==> src/verilog/cpu_exec_defines.svh <==
// Register offsets, field positions, reset values and cycle counts of the execution unit
`ifndef CPU_EXEC_DEFINES_SVH
`define CPU_EXEC_DEFINES_SVH
`define ADR_CTRL       6'h00
`define ADR_OPA        6'h01
`define ADR_OPB        6'h02
`define ADR_IMM        6'h03
`define ADR_PTR        6'h04
`define ADR_PC         6'h05
`define ADR_FLAGS      6'h06
`define ADR_RESULT     6'h07
`define ADR_STATUS     6'h08
`define CTRL_GO_BIT    8
`define CTRL_LONG_BIT  9
`define STAT_BUSY_BIT  0
`define STAT_BAD_BIT   1
`define STAT_JUMP_BIT  2
`define STAT_CYC_LSB   4
`define FLAG_C         0
`define FLAG_Z         1
`define FLAG_N         2
`define FLAG_V         3
`define FLAG_S         4
`define FLAG_H         5
`define FLAGS_RESET    8'h00
`define CYC_ONE        2'h1
`define CYC_TWO        2'h2
`define CYC_THREE      2'h3
`define WIDE_PC_LIMIT  16
`endif

==> src/verilog/cpu_exec_pkg.sv <==
// Types shared by the execution unit and its two datapath modules
package cpu_exec_pkg;
  typedef enum logic [4:0] {
    word_add_immediate, word_sub_immediate, sub_imm_with_borrow,
    and_immediate, or_immediate,
    unsigned_multiply, signed_multiply, mixed_sign_multiply,
    frac_unsigned_multiply, frac_signed_multiply, frac_mixed_multiply,
    pointer_jump, pointer_call, compare_skip_equal,
    io_bit_clear_skip, io_bit_set_skip,
    branch_signed_ge, branch_signed_lt, branch_half_carry_set,
    opLimit
  } op_e;
  typedef enum logic {idle, running} seq_e;
  typedef struct packed {
    logic [15:0] value;
    logic [7:0]  flags;
    logic        writeBack;
  } exec_s;
endpackage

==> src/verilog/alu_unit.sv <==
// Word add/subtract, byte subtract with borrow and logic with immediate
`timescale 1ns/100ps
`include "cpu_exec_defines.svh"
module alu_unit
  import cpu_exec_pkg::*;
(
  input  wire op_e         op,
  input  wire logic [15:0] pair,
  input  wire logic [7:0]  imm,
  input  wire logic [7:0]  flagsIn,
  output exec_s            out
);
  wire logic [15:0] wordK    = {10'h000, imm[5:0]};
  wire logic [15:0] wordSum  = pair + wordK;
  wire logic [15:0] wordDiff = pair - wordK;
  wire logic [7:0]  rd       = pair[7:0];
  wire logic [7:0]  bDiff    = rd - imm - {7'h00, flagsIn[`FLAG_C]};
  wire logic [7:0]  andRes   = rd & imm;
  wire logic [7:0]  orRes    = rd | imm;
  logic [7:0] f;
  always_comb begin
    f = flagsIn;
    out = '{value: pair, flags: flagsIn, writeBack: 1'b0};
    unique case (op)
      word_add_immediate: begin
        f[`FLAG_C] = ~wordSum[15] & pair[15];
        f[`FLAG_V] = ~pair[15] & wordSum[15];
        f[`FLAG_N] = wordSum[15];
        f[`FLAG_Z] = wordSum == 16'h0000;
        out.value = wordSum;
      end
      word_sub_immediate: begin
        f[`FLAG_C] = wordDiff[15] & ~pair[15];
        f[`FLAG_V] = pair[15] & ~wordDiff[15];
        f[`FLAG_N] = wordDiff[15];
        f[`FLAG_Z] = wordDiff == 16'h0000;
        out.value = wordDiff;
      end
      sub_imm_with_borrow: begin
        f[`FLAG_H] = (~rd[3] & imm[3]) | (imm[3] & bDiff[3]) | (bDiff[3] & ~rd[3]);
        f[`FLAG_C] = (~rd[7] & imm[7]) | (imm[7] & bDiff[7]) | (bDiff[7] & ~rd[7]);
        f[`FLAG_V] = (rd[7] & ~imm[7] & ~bDiff[7]) | (~rd[7] & imm[7] & bDiff[7]);
        f[`FLAG_N] = bDiff[7];
        // Zero only survives a chain of subtractions if every byte was zero
        f[`FLAG_Z] = (bDiff == 8'h00) & flagsIn[`FLAG_Z];
        out.value = {pair[15:8], bDiff};
      end
      and_immediate, or_immediate: begin
        out.value[7:0] = (op == and_immediate) ? andRes : orRes;
        f[`FLAG_V] = 1'b0;
        f[`FLAG_N] = out.value[7];
        f[`FLAG_Z] = out.value[7:0] == 8'h00;
      end
      default: f = flagsIn;
    endcase
    f[`FLAG_S] = (op <= or_immediate) ? (f[`FLAG_N] ^ f[`FLAG_V]) : flagsIn[`FLAG_S];
    out.flags = f;
    out.writeBack = op <= or_immediate;
  end
endmodule

==> src/verilog/mul_unit.sv <==
// Byte multiplier: unsigned, signed and mixed, plain and fractional
`timescale 1ns/100ps
`include "cpu_exec_defines.svh"
module mul_unit
  import cpu_exec_pkg::*;
(
  input  wire op_e        op,
  input  wire logic [7:0] a,
  input  wire logic [7:0] b,
  input  wire logic [7:0] flagsIn,
  output exec_s           out
);
  wire logic        aSigned = op inside {signed_multiply, mixed_sign_multiply,
                                         frac_signed_multiply, frac_mixed_multiply};
  wire logic        bSigned = op inside {signed_multiply, frac_signed_multiply};
  wire logic        isFrac  = op inside {frac_unsigned_multiply, frac_signed_multiply,
                                         frac_mixed_multiply};
  wire logic        isMul   = (op >= unsigned_multiply) && (op <= frac_mixed_multiply);
  wire logic [17:0] full    = 18'($signed({aSigned & a[7], a}) * $signed({bSigned & b[7], b}));
  wire logic [15:0] prod    = full[15:0];
  wire logic [15:0] shifted = isFrac ? {prod[14:0], 1'b0} : prod;
  always_comb begin
    out.value = shifted;
    out.flags = flagsIn;
    out.writeBack = isMul;
    if (isMul) begin
      // Carry reports the product's top bit before the fractional shift
      out.flags[`FLAG_C] = prod[15];
      out.flags[`FLAG_Z] = shifted == 16'h0000;
    end
  end
endmodule

==> src/verilog/cpu_exec_unit.sv <==
// Execution unit: Wishbone registers, cycle sequencer, flow control and flags
// Overview of operation
// - Word add of 6-bit constant to pair; flags Z,C,N,V,S; two cycles.
// - Word subtract of 6-bit constant from pair; flags Z,C,N,V,S; two cycles.
// - Byte minus constant minus carry; all six arithmetic flags; one cycle.
// - AND with constant; Z,N,V,S only, carry and half carry kept; one cycle.
// - OR with constant; Z,N,V,S only; one cycle.
// - Six multiply forms into result pair; fractional shifts left; Z,C; two cycles.
// - Pointer jump loads pointer into PC, upper bits zero; no flags; two cycles.
// - Pointer call likewise; two cycles for 16-bit PC, three for wider.
// - Compare-skip jumps over next instruction when equal; no flags; 1/2/3 cycles.
// - I/O bit skip on clear, or on set for the set variant; no flags.
// - Signed greater-or-equal branch when N xor V is zero; 1 or 2 cycles.
// - Signed less-than branch when N xor V is one; flags untouched.
// - Half-carry branch when H set; 1 cycle not taken, 2 taken.
`timescale 1ns/100ps
`include "cpu_exec_defines.svh"
module cpu_exec_unit
  import cpu_exec_pkg::*;
#(
  parameter int PC_BITS = 22
) (
  input  wire logic        clock,
  input  wire logic        reset,
  input  wire logic        cyc_i,
  input  wire logic        stb_i,
  input  wire logic        we_i,
  input  wire logic [7:0]  adr_i,
  input  wire logic [31:0] dat_i,
  input  wire logic [3:0]  sel_i,
  output logic             ack_o,
  output logic [31:0]      dat_o,
  output logic             busy
);
  function automatic logic [31:0] merge(input logic [31:0] old, input logic [31:0] wr,
                                        input logic [3:0] sel);
    logic [31:0] r;
    r = old;
    for (int i = 0; i < 4; i++) begin
      if (sel[i]) begin
        r[i*8 +: 8] = wr[i*8 +: 8];
      end
    end
    return r;
  endfunction

  op_e                opCode;
  logic               longNext;
  logic [15:0]        opA;
  logic [7:0]         opB;
  logic [7:0]         imm;
  logic [15:0]        ptr;
  logic [PC_BITS-1:0] pc;
  logic [7:0]         flags;
  logic [15:0]        result;
  logic               badOp;
  logic               jumped;
  logic [1:0]         lastCycles;
  seq_e               state;
  logic [1:0]         count;

  exec_s              aluOut;
  exec_s              mulOut;
  logic [PC_BITS-1:0] next_pc;
  logic [1:0]         cycles;
  logic               jump;

  // Bus decode; a write lands at the edge where ack is seen high
  wire logic        access   = cyc_i & stb_i;
  wire logic        wrStrobe = access & we_i & ack_o;
  wire logic [5:0]  word     = adr_i[7:2];
  // Operands are frozen while an operation runs, so writes then are dropped
  wire logic        wrOk     = wrStrobe & (state == idle);
  wire logic [31:0] ctrlWord = {22'h000000, longNext, 4'h0, opCode};
  wire logic [31:0] ctrlNew  = merge(ctrlWord, dat_i, sel_i);
  wire logic        goReq    = wrOk & (word == `ADR_CTRL) & ctrlNew[`CTRL_GO_BIT];
  wire logic        opLegal  = ctrlNew[4:0] < 5'(opLimit);
  wire logic        start    = goReq & opLegal;
  wire logic        isAlu    = opCode <= or_immediate;
  wire logic        isMul    = (opCode >= unsigned_multiply) &&
                               (opCode <= frac_mixed_multiply);
  wire exec_s       dataOut  = isMul ? mulOut : aluOut;

  alu_unit aluUnit (
    .op      (opCode),
    .pair    (opA),
    .imm     (imm),
    .flagsIn (flags),
    .out     (aluOut)
  );

  mul_unit mulUnit (
    .op      (opCode),
    .a       (opA[7:0]),
    .b       (opB),
    .flagsIn (flags),
    .out     (mulOut)
  );

  // Flow targets; PC wraps at its own width
  wire logic [PC_BITS-1:0] seqPc    = pc + PC_BITS'(1);
  wire logic [PC_BITS-1:0] skipPc   = pc + (longNext ? PC_BITS'(3) : PC_BITS'(2));
  wire logic [PC_BITS-1:0] relK     = PC_BITS'($signed(imm[6:0]));
  wire logic [PC_BITS-1:0] branchPc = pc + relK + PC_BITS'(1);
  wire logic [PC_BITS-1:0] ptrPc    = PC_BITS'(ptr);
  wire logic [1:0]         skipCyc  = longNext ? `CYC_THREE : `CYC_TWO;
  wire logic [1:0]         callCyc  = (PC_BITS > `WIDE_PC_LIMIT) ? `CYC_THREE : `CYC_TWO;
  wire logic               signedLt = flags[`FLAG_N] ^ flags[`FLAG_V];
  wire logic               ioBit    = opA[imm[2:0]];

  always_comb begin
    jump = 1'b0;
    next_pc = seqPc;
    cycles = `CYC_ONE;
    unique case (opCode)
      word_add_immediate, word_sub_immediate: cycles = `CYC_TWO;
      sub_imm_with_borrow, and_immediate, or_immediate: cycles = `CYC_ONE;
      unsigned_multiply, signed_multiply, mixed_sign_multiply,
      frac_unsigned_multiply, frac_signed_multiply, frac_mixed_multiply:
        cycles = `CYC_TWO;
      pointer_jump: begin
        jump = 1'b1;
        cycles = `CYC_TWO;
      end
      pointer_call: begin
        jump = 1'b1;
        cycles = callCyc;
      end
      compare_skip_equal: jump = opA[7:0] == opB;
      io_bit_clear_skip: jump = ~ioBit;
      io_bit_set_skip: jump = ioBit;
      branch_signed_ge: jump = ~signedLt;
      branch_signed_lt: jump = signedLt;
      branch_half_carry_set: jump = flags[`FLAG_H];
      default: jump = 1'b0;
    endcase
    if (opCode inside {pointer_jump, pointer_call}) begin
      next_pc = ptrPc;
    end else if (opCode inside {compare_skip_equal, io_bit_clear_skip, io_bit_set_skip}) begin
      next_pc = jump ? skipPc : seqPc;
      cycles = jump ? skipCyc : `CYC_ONE;
    end else if (opCode >= branch_signed_ge) begin
      next_pc = jump ? branchPc : seqPc;
      cycles = jump ? `CYC_TWO : `CYC_ONE;
    end
  end

  // Read mux; unmapped words read zero
  logic [31:0] readData;
  always_comb begin
    readData = 32'h00000000;
    unique case (word)
      `ADR_CTRL:   readData = ctrlWord;
      `ADR_OPA:    readData = {16'h0000, opA};
      `ADR_OPB:    readData = {24'h000000, opB};
      `ADR_IMM:    readData = {24'h000000, imm};
      `ADR_PTR:    readData = {16'h0000, ptr};
      `ADR_PC:     readData = 32'(pc);
      `ADR_FLAGS:  readData = {24'h000000, flags};
      `ADR_RESULT: readData = {16'h0000, result};
      `ADR_STATUS: readData = {26'h0000000, lastCycles, 1'b0, jumped, badOp,
                               state == running};
      default:     readData = 32'h00000000;
    endcase
  end

  always_ff @(posedge clock) begin
    if (reset) begin
      ack_o <= 1'b0;
      dat_o <= 32'h00000000;
    end else begin
      ack_o <= access & ~ack_o;
      dat_o <= (access & ~ack_o) ? readData : 32'h00000000;
    end
  end

  wire logic [31:0] newOpA = merge({16'h0000, opA}, dat_i, sel_i);
  wire logic [31:0] newOpB = merge({24'h000000, opB}, dat_i, sel_i);
  wire logic [31:0] newImm = merge({24'h000000, imm}, dat_i, sel_i);
  wire logic [31:0] newPtr = merge({16'h0000, ptr}, dat_i, sel_i);
  wire logic [31:0] newPc  = merge(32'(pc), dat_i, sel_i);
  wire logic [31:0] newFlg = merge({24'h000000, flags}, dat_i, sel_i);

  always_ff @(posedge clock) begin
    if (reset) begin
      opCode <= word_add_immediate;
      longNext <= 1'b0;
      opA <= 16'h0000;
      opB <= 8'h00;
      imm <= 8'h00;
      ptr <= 16'h0000;
    end else if (wrOk) begin
      unique case (word)
        `ADR_CTRL: begin
          if (opLegal) begin
            opCode <= op_e'(ctrlNew[4:0]);
          end
          longNext <= ctrlNew[`CTRL_LONG_BIT];
        end
        `ADR_OPA: opA <= newOpA[15:0];
        `ADR_OPB: opB <= newOpB[7:0];
        `ADR_IMM: imm <= newImm[7:0];
        `ADR_PTR: ptr <= newPtr[15:0];
        default: ;
      endcase
    end
  end

  // Sequencer: runs for exactly the operation's cycle count, commits on the last
  always_ff @(posedge clock) begin
    if (reset) begin
      state <= idle;
      count <= 2'h0;
      busy <= 1'b0;
      badOp <= 1'b0;
    end else if (start) begin
      state <= running;
      count <= 2'h0;
      busy <= 1'b1;
      badOp <= 1'b0;
    end else if (state == running) begin
      count <= count + 2'h1;
      if (count + 2'h1 == cycles) begin
        state <= idle;
        busy <= 1'b0;
      end
    end else if (goReq) begin
      badOp <= 1'b1;
    end
  end

  wire logic endNow = (state == running) & (count + 2'h1 == cycles);

  always_ff @(posedge clock) begin
    if (reset) begin
      pc <= PC_BITS'(0);
      flags <= `FLAGS_RESET;
      result <= 16'h0000;
      jumped <= 1'b0;
      lastCycles <= 2'h0;
    end else if (endNow) begin
      pc <= next_pc;
      jumped <= jump;
      lastCycles <= cycles;
      if (isAlu | isMul) begin
        flags <= dataOut.flags;
        result <= dataOut.value;
      end else if (opCode == pointer_call) begin
        result <= seqPc[15:0];
      end
    end else if (wrOk & (word == `ADR_PC)) begin
      pc <= newPc[PC_BITS-1:0];
    end else if (wrOk & (word == `ADR_FLAGS)) begin
      flags <= newFlg[7:0];
    end
  end
endmodule

==> config.mk <==
export PLATFORM = sky130hd
export DESIGN_NAME = cpu_exec_unit
export DESIGN_NICKNAME = d
export VERILOG_FILES = /design/src/verilog/cpu_exec_pkg.sv /design/src/verilog/alu_unit.sv /design/src/verilog/mul_unit.sv /design/src/verilog/cpu_exec_unit.sv
export VERILOG_INCLUDE_DIRS = /design/src /design/src/verilog
export SDC_FILE = /design/constraint.sdc
export NUM_CORES = 1
export LEC_CHECK = 0
export BUFFER_PORTS_ARGS = -buffer_cell sky130_fd_sc_hd__buf_2
export CAP_MARGIN = 20
export CORE_ASPECT_RATIO = 2
export CORE_MARGIN = 1
export CORE_UTILIZATION = 65
export CTS_CLUSTER_DIAMETER = 200
export CTS_CLUSTER_SIZE = 28
export DETAILED_ROUTE_END_ITERATION = 7
export GPL_TIMING_DRIVEN = 1
export PLACE_DENSITY_LB_ADDON = 0.25
export SLEW_MARGIN = 20
export SYNTH_ARGS = -nofsm -noshare
export SYNTH_HDL_FRONTEND = slang
export SYNTH_SLANG_ARGS = --single-unit
==> constraint.sdc <==
create_clock -name clock -period 10.9 [get_ports clock]
set_clock_uncertainty 0.15 [all_clocks]
set_input_delay 2.18 -clock clock [delete_from_list [all_inputs] [get_ports clock]]
set_output_delay 2.18 -clock clock [all_outputs]
set_load 0.1 [all_outputs]
==> metrics.txt, run 1 <==
status did not finish; Fail Step global routing; Log Error [ERROR GRT-0116] Global routing finished with congestion. Check the congestion regions in the DRC Viewer.; hold buffers post-CTS 0; Syn Inst Count around 1700; Post-Syn Area approximately 0.014 mm2; Post-synth EDFFs 0; GRT overflow 2; port bufs slightly below 60; asr flop ratio synth 0; register bit total from synthesis around 130; RePlAce Congestion roughly 1.1; I/O pin count 83; Starting Density 0.6656; clk buf depth 2; DP Wirelength about 42 mm; register area share after synthesis 0.1874; Syn Area/Cell ~8.2 um2; total CTS buffers 17; first-pass GRT wire length 88.55 mm; CTS root buf clkbuf_16; via count of the first global-routing pass around 15000; width of the die between 100 and 150 um; Unique masters post-synth just under 100; Syn. warnings 0; Die Ht roughly 210 um; clk sinks around 130; dominant synthesized flop cell dfxtp_1; post-CTS setup buffers 0; Placement Rows between 70 and 80; H-Tree Depth 4; largest net degree at the start of global routing 76; post-CTS resize count 0; Tot GR Track Use 0.5433
[logic make-up after synthesis]
group	Yosys count	share of synthesized area
simple gates	566	0.1969
flops	131	0.1874
buf+inv	244	0.07333
other cells	1	0.0002680
mux	110	0.09471
compound gates	392	0.1928
xor+xnor	97	0.06171
fa+ha+maj	175	0.1928
[layer usage]
| layer | GRT overflow | GRT usage |
|---|---|---|
| met3 | 0 | 0.1947 |
| met2 | 0 | 0.8700 |
| met5 | 0 | 0.002304 |
| met1 | 0 | 0.5008 |
| met4 | 2 | 0.6015 |
[Yosys cell counts, types with 34 or more instances]
master	instances	share of area
xnor2_1	60	0.038
inv_1	127	0.034
fa_1	68	0.097
nor2_1	188	0.050
xor2_1	36	0.023
ha_1	106	0.095
clkbuf_1	78	0.021
o21ai_0	64	0.023
and2_1	55	0.025
nand3_1	34	0.012
nand2_1	153	0.041
mux2i_1	86	0.062
dfxtp_1	131	0.19
a211oi_1	38	0.020
a21oi_1	90	0.032
[through the flow]
stage                     setup WS (ps)  hold WS [ps]    util  instances  instance area (um2)
after floorplan                    4590         278.7       -       1725                14020
after global placement             3646         291.7  0.6802       1957                14300
after detailed placement           3522         299.2  0.6804       1957                14300
after CTS                          3427         308.3  0.7095       1988                14910
==> run 2, diff against run 1 <==
--- a/config.mk
+++ b/config.mk
@@ -8,14 +8,11 @@
 export LEC_CHECK = 0
 export BUFFER_PORTS_ARGS = -buffer_cell sky130_fd_sc_hd__buf_2
 export CAP_MARGIN = 20
-export CORE_ASPECT_RATIO = 2
 export CORE_MARGIN = 1
-export CORE_UTILIZATION = 65
-export CTS_CLUSTER_DIAMETER = 200
-export CTS_CLUSTER_SIZE = 28
+export CORE_UTILIZATION = 40
 export DETAILED_ROUTE_END_ITERATION = 7
 export GPL_TIMING_DRIVEN = 1
-export PLACE_DENSITY_LB_ADDON = 0.25
+export PLACE_DENSITY_LB_ADDON = 0.15
 export SLEW_MARGIN = 20
 export SYNTH_ARGS = -nofsm -noshare
 export SYNTH_HDL_FRONTEND = slang
==> metrics.txt, run 2 <==
area share of the largest cell type after synthesis 0.1874; setup ws final ~3300 ps; Die Ht ~190 um; first-pass GRT wire length 75.01 mm; DR iter-0 viols about 1200; register area share after synthesis 0.1874; clock slew at reported path FFs roughly 60 ps; nets between 1500 and 2000; drt pass-1 iters 5; clk_lat worst skew 430 ps; GRT overflow 0; via count ~13000; area grow syn2layout 8.147%; routing usage on met3 0.02521; H-Tree Depth 4; largest net degree at the start of global routing 76; top cells by count, synth 188 x nor2_1, 153 x nand2_1, 131 x dfxtp_1; met2 Use GR 0.4367; f_max around 130 MHz; CTS tree built; Final min period 7554 ps; Core Area 0.03446 mm2; critical path class flop to flop; Post-synth EDFFs 0; leading cell types in the layout, fill and taps excluded 188 x nor2_1, 153 x nand2_1, 131 x dfxtp_1; GR Util met1 0.3963; fraction of power spent switching nets 0.2789; via count of the first global-routing pass 12280; RSZ-0062 raised after global routing no; Final Setup Violations 0; Final Slew Violations 0; FF/Latch Area 0.002623 mm2; gr busiest metal met2; cell-internal power ~0.8 mW; FILL cells 3472; worst stage delay on the critical path 970 ps; asr flop ratio synth 0; drc violations 0; Top Registers dat_o (22), pc (22); Syn Inst Count roughly 1700; Syn. warnings 0; Clock power frac 0.515; post-CTS resize count 0; Starting Density 0.4060; CP max FO 26; Hold Slack 302.5 ps; antenna violations before repair 0; share of layout cells above drive strength 1 0.1005; power density over cell area ~73 mW/mm2; Static Leak 6.357 nW; HP Class flop to flop; dominant synthesized flop cell dfxtp_1; Detail Route Antenna Nets 0; CP Launch Type flop; DR WL/cell around 22 um; hold buffers post-CTS 0; Max-Cap Viols 0; Psw 0.3073 mW; Unique masters post-synth 97; Post-Syn Area between 0.01 and 0.015 mm2; post-CTS setup buffers 0; Fin. Hold Viols 0; Buf/Inv on CP 3; Setup crit end kind flop; setup TNS 0 ps; Required @ worst endpoint ~11000 ps; overall power between 1 and 1.5 mW; Place WS ~3400 ps; crit-path cells nor4bb_1 -> o211ai_2 -> nand2b_1 -> fa_1 -> fa_1 -> inv_1 -> fa_1 -> fa_1 -> inv_1 -> fa_1 -> inv_1 -> ha_1 -> o21ai_0 -> nor2_1 -> or4_1 -> o311ai_0 -> or4b_1 -> nor4_1 -> a311oi_1 -> o41ai_2; commonest non-fill, non-tap cell in the layout nor2_1; crit path DAT between 7000 and 8000 ps; Worst VDD drop between 70 and 80 uV; Final Cycle Share 0.6930; Syn Area/Cell between 8 and 9 um2; Placement Rows just under 70; top post-synthesis cells by area dfxtp_1 19%, fa_1 9.7%, ha_1 9.5%; antenna diode count 0; DP Wirelength about 37 mm; Avg Vias per Cell around 6.0; Die ar. around 0.036 mm2; total CTS buffers 17; combinational share of power 0.051; CP most frequent cell fa_1; Yosys top cell by area dfxtp_1; register bit total from synthesis 131; Tot GR Track Use 0.2759; count leader, synth nor2_1; width of the die ~190 um; clk buf depth 2; status complete, no violations; RePlAce Congestion roughly 0.9; CTS root buf clkbuf_16; port bufs just under 60; Sequential Power Share 0.434; I/O pin count between 80 and 90; cell family with most CP delay adder cells; relative slew slack 0.2540; Routed WL about 49 mm; area of the multi-input gates 0.01041 mm2; Worst Max-Slew Pin Slew roughly 1100 ps; final core occ 0.4391; clk sinks roughly 130; slowest library cell on the worst path dfxtp_1
==> run 2: cell counts after synthesis <==
No cell type changed its count.
==> run 2: through the flow <==
step           cells  instance area [um2]
2_1_floorplan   1725                14020
3_3_place_gp    2145                14540
3_5_place_dp    2145                14550
4_1_cts         2177                15130
5_1_grt         2177                15130
6_report        2177                15130
==> run 2: cells by family after synthesis <==
family | count (synthesis) | share of synthesized area
fa+ha+maj | 175 | 0.1928
simple gates | 566 | 0.1969
other cells | 1 | 0.0002680
xor+xnor | 97 | 0.06171
compound gates | 392 | 0.1928
mux | 110 | 0.09471
flops | 131 | 0.1874
buf+inv | 244 | 0.07333
==> run 2: final timing paths <==
check | startpoint | to | slack [ps] | cells past startpoint
worst min-delay path | result[4] | result[4] | 300 | 2
worst max-delay path | opCode[3] | flags[1] | 3350 | 20
worst max register to register | opCode[3] | flags[1] | 3350 | 20
worst min register to register | result[4] | result[4] | 300 | 2
==> run 2: final cells by class <==
type,count,area share
clock buffers,17,0.02812
clock inverters,15,0.01050
inverters,127,0.03151
multi-input cells,1350,0.6878
flip-flops and latches,131,0.1733
well taps,455,0.03762
repair buffers,82,0.03109
==> run 2: layer usage <==
layer | wire (um) | up-vias
met3 | 2770 | 82
met2 | 22160 | 444
met4 | 1348 | 0
met1 | 22680 | 6421
met5 | 0 | -
li1 | - | 6028
==> run 2: power by group through the flow <==
stage	sequential (mW)	clock [mW]	combinational [mW]
4_1_cts	0.479	0.571	0.0552
6_report	0.479	0.567	0.0558
2_1_floorplan	0.491	0	0.0363
5_1_grt	0.479	0.590	0.0578
3_5_place_dp	0.490	0	0.0550
3_3_place_gp	0.490	0	0.0552
==> run 2: worst register-to-register path, cell delays in order (launching register included) <==
cell and delay [ps]:
dfxtp_1 970, nor4bb_1 480, o211ai_2 360, nand2b_1 290, fa_1 510, fa_1 540, inv_1 50, fa_1 500
fa_1 540, inv_1 50, fa_1 500, inv_1 40, ha_1 320, o21ai_0 120, nor2_1 80, or4_1 410
o311ai_0 240, or4b_1 530, nor4_1 360, a311oi_1 180, o41ai_2 230
(Power assumes the default switching activity.)
==> run 3, diff against run 2 <==
--- a/config.mk
+++ b/config.mk
@@ -6,6 +6,7 @@
 export SDC_FILE = /design/constraint.sdc
 export NUM_CORES = 1
 export LEC_CHECK = 0
+export ABC_AREA = 1
 export BUFFER_PORTS_ARGS = -buffer_cell sky130_fd_sc_hd__buf_2
 export CAP_MARGIN = 20
 export CORE_MARGIN = 1
==> constraint.sdc (replaced) <==
create_clock -name clock -period 7.44 [get_ports clock]
set_clock_uncertainty 0.15 [all_clocks]
set_input_delay 1.488 -clock clock [delete_from_list [all_inputs] [get_ports clock]]
set_output_delay 1.488 -clock clock [all_outputs]
set_load 0.1 [all_outputs]
==> metrics.txt, run 3 <==
status complete, no violations; Post-Syn Area 0.01421 mm2; post-CTS resize count 0; CTS root buf clkbuf_16; critical path class flop to flop; Routed WL ~54 mm; dominant synthesized flop cell dfxtp_1; port bufs approximately 60; power density over cell area roughly 110 mW/mm2; Avg Vias per Cell roughly 5.6; top post-synthesis cells by area dfxtp_1 18%, nand2_1 12%, fa_1 9.6%; Required @ worst endpoint about 7600 ps; area share of the largest cell type after synthesis 0.1846; Static Leak between 7 and 8 nW; clk_lat worst skew 440 ps; Die Ht ~190 um; Worst Max-Slew Pin Slew around 1100 ps; Syn Inst Count roughly 2200; Reg2Reg Setup Slack roughly 1000 ps; Core Area between 0.03 and 0.04 mm2; DP Wirelength 42.12 mm; Worst VDD drop between 200 and 250 uV; H-Tree Depth 4; antenna violations before repair 0; Starting Density 0.4093; first-pass GRT wire length between 80 and 90 mm; Final min period about 6400 ps; commonest non-fill, non-tap cell in the layout nand2_1; Top Registers dat_o (22), pc (22); leading cell types in the layout, fill and taps excluded 454 x nand2_1, 320 x inv_1, 213 x o21ai_0; nets 2425; Final Cycle Share 0.8592; Post-synth EDFFs 0; RSZ-0062 raised after global routing no; count leader, synth nand2_1; hold path start flags[7]; reg-to-reg endpoint flags[1]; RePlAce Congestion 0.9916; Unique masters post-synth 53; Hold Path Sink flags[7]; drt pass-1 iters 5; GRT overflow 0; via count 14910; dpl cell area ~0.015 mm2; clk sinks roughly 130; relative slew slack 0.2428; share of layout cells above drive strength 1 0.06817; Tot GR Track Use 0.3005; asr flop ratio synth 0; reg2reg start opCode[4]; total CTS buffers 17; CP Launch Type flop; largest net degree at the start of global routing a little under 100; Fin. Hold Viols 0; clock slew at reported path FFs 70 ps; clk buf depth 2; Detail Route Antenna Nets 0; cell family with most CP delay adder cells; register area share after synthesis 0.1846; antenna diode count 0; area grow syn2layout 8.437%; worst stage delay on the critical path about 540 ps; Hold Path Stages 2; top cells by count, synth 454 x nand2_1, 321 x inv_1, 213 x o21ai_0; f_max approximately 160 MHz; slowest library cell on the worst path fa_1; CTS tree built; register bit total from synthesis 131; I/O pin count 83; hold buffers post-CTS 0; Final Setup Violations 0; post-CTS setup buffers 0; Die ar. ~0.036 mm2; Final Slew Violations 0; Placement Rows 68; drc violations 0; Syn. warnings 0; final core occ 0.4438; via count of the first global-routing pass about 14000; Buf/Inv on CP 6; setup TNS 0 ps; DR iter-0 viols between 1500 and 2000; Setup crit end kind flop; Yosys top cell by area dfxtp_1; final instance area roughly 0.015 mm2; Max-Cap Viols 0; crit path DAT between 6000 and 7000 ps; R2R cell count 28; DR WL/cell 20.08 um; width of the die 190.5 um; Syn Area/Cell 6.484 um2; CP max FO 8; HP Class flop to flop
[run 3: power by group]
group / switching (mW) / internal, mW / total, mW
registers: 0.000382 / 0.701 / 0.702
clock network: 0.373 / 0.505 / 0.878
logic: 0.0634 / 0.0144 / 0.0778
[run 3: metal layers]
layer | track usage | up-vias | routed length [um]
met4 | 0.07538 | 0 | 1291
met1 | 0.4481 | 7025 | 25720
met3 | 0.05079 | 70 | 4445
li1 | - | 7182 | -
met5 | 0 | - | 0
met2 | 0.4425 | 631 | 22150
[run 3: stage by stage]
stage	power (mW)	hold WS (ps)	setup slack, ps	std cells
after floorplan	0.7694	276.7	1798	2200
after global routing	1.694	356.4	661.0	2670
final	1.658	331.7	1047	2670
after CTS	1.664	340.0	1072	2670
after global placement	0.7935	323.3	1141	2638
after detailed placement	0.7940	328.7	1095	2638
[run 3: worst register-to-register path: cells and delay by family, from the launching register on]
family          cells  cell delay [ps]
fa+ha+maj           6             2960
simple gates       13             1410
buf+inv             6              640
compound gates      2              630
flops               1              320
xor+xnor            1              190
[run 3: layout make-up]
type | instances | area [um2]
fill | 3774 | 19310
multi-input combinational | 1640 | 9935
sequential | 131 | 2623
inverter | 336 | 1261
tap | 455 | 569.3
clock buffer | 18 | 429.2
timing repair buffer | 76 | 422.9
clock inverter | 14 | 166.4
[run 3: worst max path at each step]
stage | endpoint | from | cells past startpoint
after floorplan | flags[1] | opCode[2] | 29
after global placement | result[15] | opCode[4] | 31
after detailed placement | flags[1] | opCode[4] | 28
after CTS | flags[1] | opCode[4] | 28
after global routing | result[15] | opCode[4] | 31
final | flags[1] | opCode[4] | 28
[run 3: logic make-up (layout without fill, tap and decap cells)]
| logic type | after synthesis | after routing | synth area share |
|---|---|---|---|
| AOI/OAI and AO/OA | 500 | 500 | 0.1973 |
| other | 1 | 10 | 0.0002639 |
| DFF | 131 | 131 | 0.1846 |
| xor gates and xnor gates | 83 | 83 | 0.05117 |
| and+or+nand+nor | 873 | 873 | 0.2590 |
| buffers and inverters | 429 | 444 | 0.1185 |
| adders and majority gates | 174 | 174 | 0.1892 |
==> run 4, diff against run 3 <==
--- a/config.mk
+++ b/config.mk
@@ -9,8 +9,10 @@
 export ABC_AREA = 1
 export BUFFER_PORTS_ARGS = -buffer_cell sky130_fd_sc_hd__buf_2
 export CAP_MARGIN = 20
+export CELL_PAD_IN_SITES_DETAIL_PLACEMENT = 0
+export CELL_PAD_IN_SITES_GLOBAL_PLACEMENT = 2
 export CORE_MARGIN = 1
-export CORE_UTILIZATION = 40
+export CORE_UTILIZATION = 35
 export DETAILED_ROUTE_END_ITERATION = 7
 export GPL_TIMING_DRIVEN = 1
 export PLACE_DENSITY_LB_ADDON = 0.15
==> metrics.txt, run 4 (same netlist as run 3, synthesis figures left out) <==
status complete, no violations; width of the die 203.5 um; Detail Route Antenna Nets 0; Required @ worst endpoint 7670 ps; Final Cycle Share 0.9008; area grow syn2layout 8.754%; Worst VDD drop between 100 and 150 uV; clk sinks ~130; share of layout cells above drive strength 1 0.06862; HP Class flop to flop; Final min period around 6700 ps; drt pass-1 iters 6; commonest non-fill, non-tap cell in the layout nand2_1; Worst Max-Slew Pin Slew about 1000 ps; Final Setup Violations 0; hold path start ptr[15]; FILL cells 4411; power density over cell area 102.7 mW/mm2; Core Area around 0.04 mm2; nets around 2400; first-pass GRT wire length 86.71 mm; clk buf depth 2; Max-Cap Viols 0; drc violations 0; f_max 149.2 MHz; Avg Vias per Cell 5.386; via count of the first global-routing pass approximately 14000; RePlAce Congestion between 0.9 and 1; Tot GR Track Use 0.2818; crit-path cells inv_2 -> nand3_2 -> nor2_2 -> a21oi_1 -> nor2_1 -> fa_1 -> inv_1 -> fa_1 -> inv_1 -> fa_1 -> fa_1 -> ha_1 -> ha_1 -> inv_1 -> o21bai_1 -> a21oi_1 -> or2_2 -> a31oi_1 -> nand2_1 -> nor2_1 -> nand4_1 -> nand2_1 -> nor2_1 -> nor2_1; clk_lat worst skew 450 ps; Placement Rows between 70 and 80; leading cell types in the layout, fill and taps excluded 454 x nand2_1, 320 x inv_1, 213 x o21ai_0; CTS tree built; Fin. Hold Viols 0; cell family with most CP delay adder cells; Routed WL ~58 mm; critical path class flop to flop; setup TNS 0 ps; crit path DAT 6930 ps; final instance area about 0.015 mm2; CP Launch Type flop; Hold Slack 340.3 ps; largest net degree at the start of global routing roughly 100; post-CTS setup buffers 0; I/O pin count 83; final core occ 0.3871; port bufs 59; reg2reg start opCode[2]; CTS root buf clkbuf_16; GRT overflow 0; worst stage delay on the critical path roughly 730 ps; overall power between 1.5 and 2 mW; clock slew at reported path FFs 60 ps; antenna violations before repair 0; Die ar. between 0.04 and 0.05 mm2; total CTS buffers 17; Starting Density 0.3559; antenna diode count 0; post-CTS resize count 0; Top Registers dat_o (22), pc (22); via count 14760; Static Leak 7.166 nW; DR iter-0 viols roughly 1400; Setup crit end kind flop; dpl cell area 0.01490 mm2; CP max FO 9; DR WL/cell 21.00 um; Final Slew Violations 0; Buf/Inv on CP 4; relative slew slack 0.3354; DP Wirelength 46.21 mm; RSZ-0062 raised after global routing no; Critical Path Source opCode[2]; hold buffers post-CTS 0; Die Ht about 200 um; slowest library cell on the worst path fa_1; H-Tree Depth 4
==> run 4: cell types whose count changed in the layout (fill, tap and decap cells not counted), sizes merged <==
cell,before,now
bufinv,2,0
clkinv,5,6
clkinvlp,3,4
==> run 4: per-layer routing <==
metal / global-route usage / share of wire / vias up
li1: - / - / 7158
met2: 0.4120 / 0.41 / 552
met3: 0.05113 / 0.076 / 59
met1: 0.4205 / 0.49 / 6988
met4: 0.07089 / 0.019 / 0
met5: 0 / 0 / -
==> run 4: worst paths after layout <==
kind	end	slack, ps	cells past startpoint
setup / recovery	flags[1]	740	24
hold / removal	ptr[15]	340	2
setup reg to reg	flags[1]	740	24
hold reg to reg	ptr[15]	340	2
==> run 4: worst register-to-register path: stages, from the launching register on <==
cell	delay, ps
dfxtp_1	540
inv_2	150
nand3_2	150
nor2_2	60
a21oi_1	600
nor2_1	140
fa_1	730
inv_1	180
fa_1	550
inv_1	50
fa_1	460
fa_1	500
ha_1	360
ha_1	400
inv_1	90
o21bai_1	190
a21oi_1	70
or2_2	290
a31oi_1	350
nand2_1	90
nor2_1	140
nand4_1	100
nand2_1	150
nor2_1	60
nor2_1	70
==> run 4: metrics by stage <==
stage / cells / setup slack [ps]
global placement: 2707 / 848.1
finish: 2740 / 737.7
detailed placement: 2707 / 803.1
global route: 2740 / 200.3
CTS: 2739 / 761.1
floorplan: 2200 / 1798
==> run 4: area by class of cell <==
| cell class | count | area (um2) | area share |
|---|---|---|---|
| timing repair buffer | 76 | 422.9 | 0.02737 |
| multi-input combinational | 1640 | 9940 | 0.6433 |
| tap | 525 | 656.9 | 0.04251 |
| inverter | 336 | 1261 | 0.08163 |
| sequential | 131 | 2623 | 0.1697 |
| clock inverter | 14 | 118.9 | 0.007693 |
| clock buffer | 18 | 429.2 | 0.02778 |
==> run 4: report_power, final <==
| part | total, mW | switching, mW | internal (mW) |
|---|---|---|---|
| registers | 0.702 | 0.000365 | 0.701 |
| clock network | 0.808 | 0.372 | 0.436 |
| logic | 0.0782 | 0.0638 | 0.0144 |
| total | 1.59 | 0.436 | 1.15 |
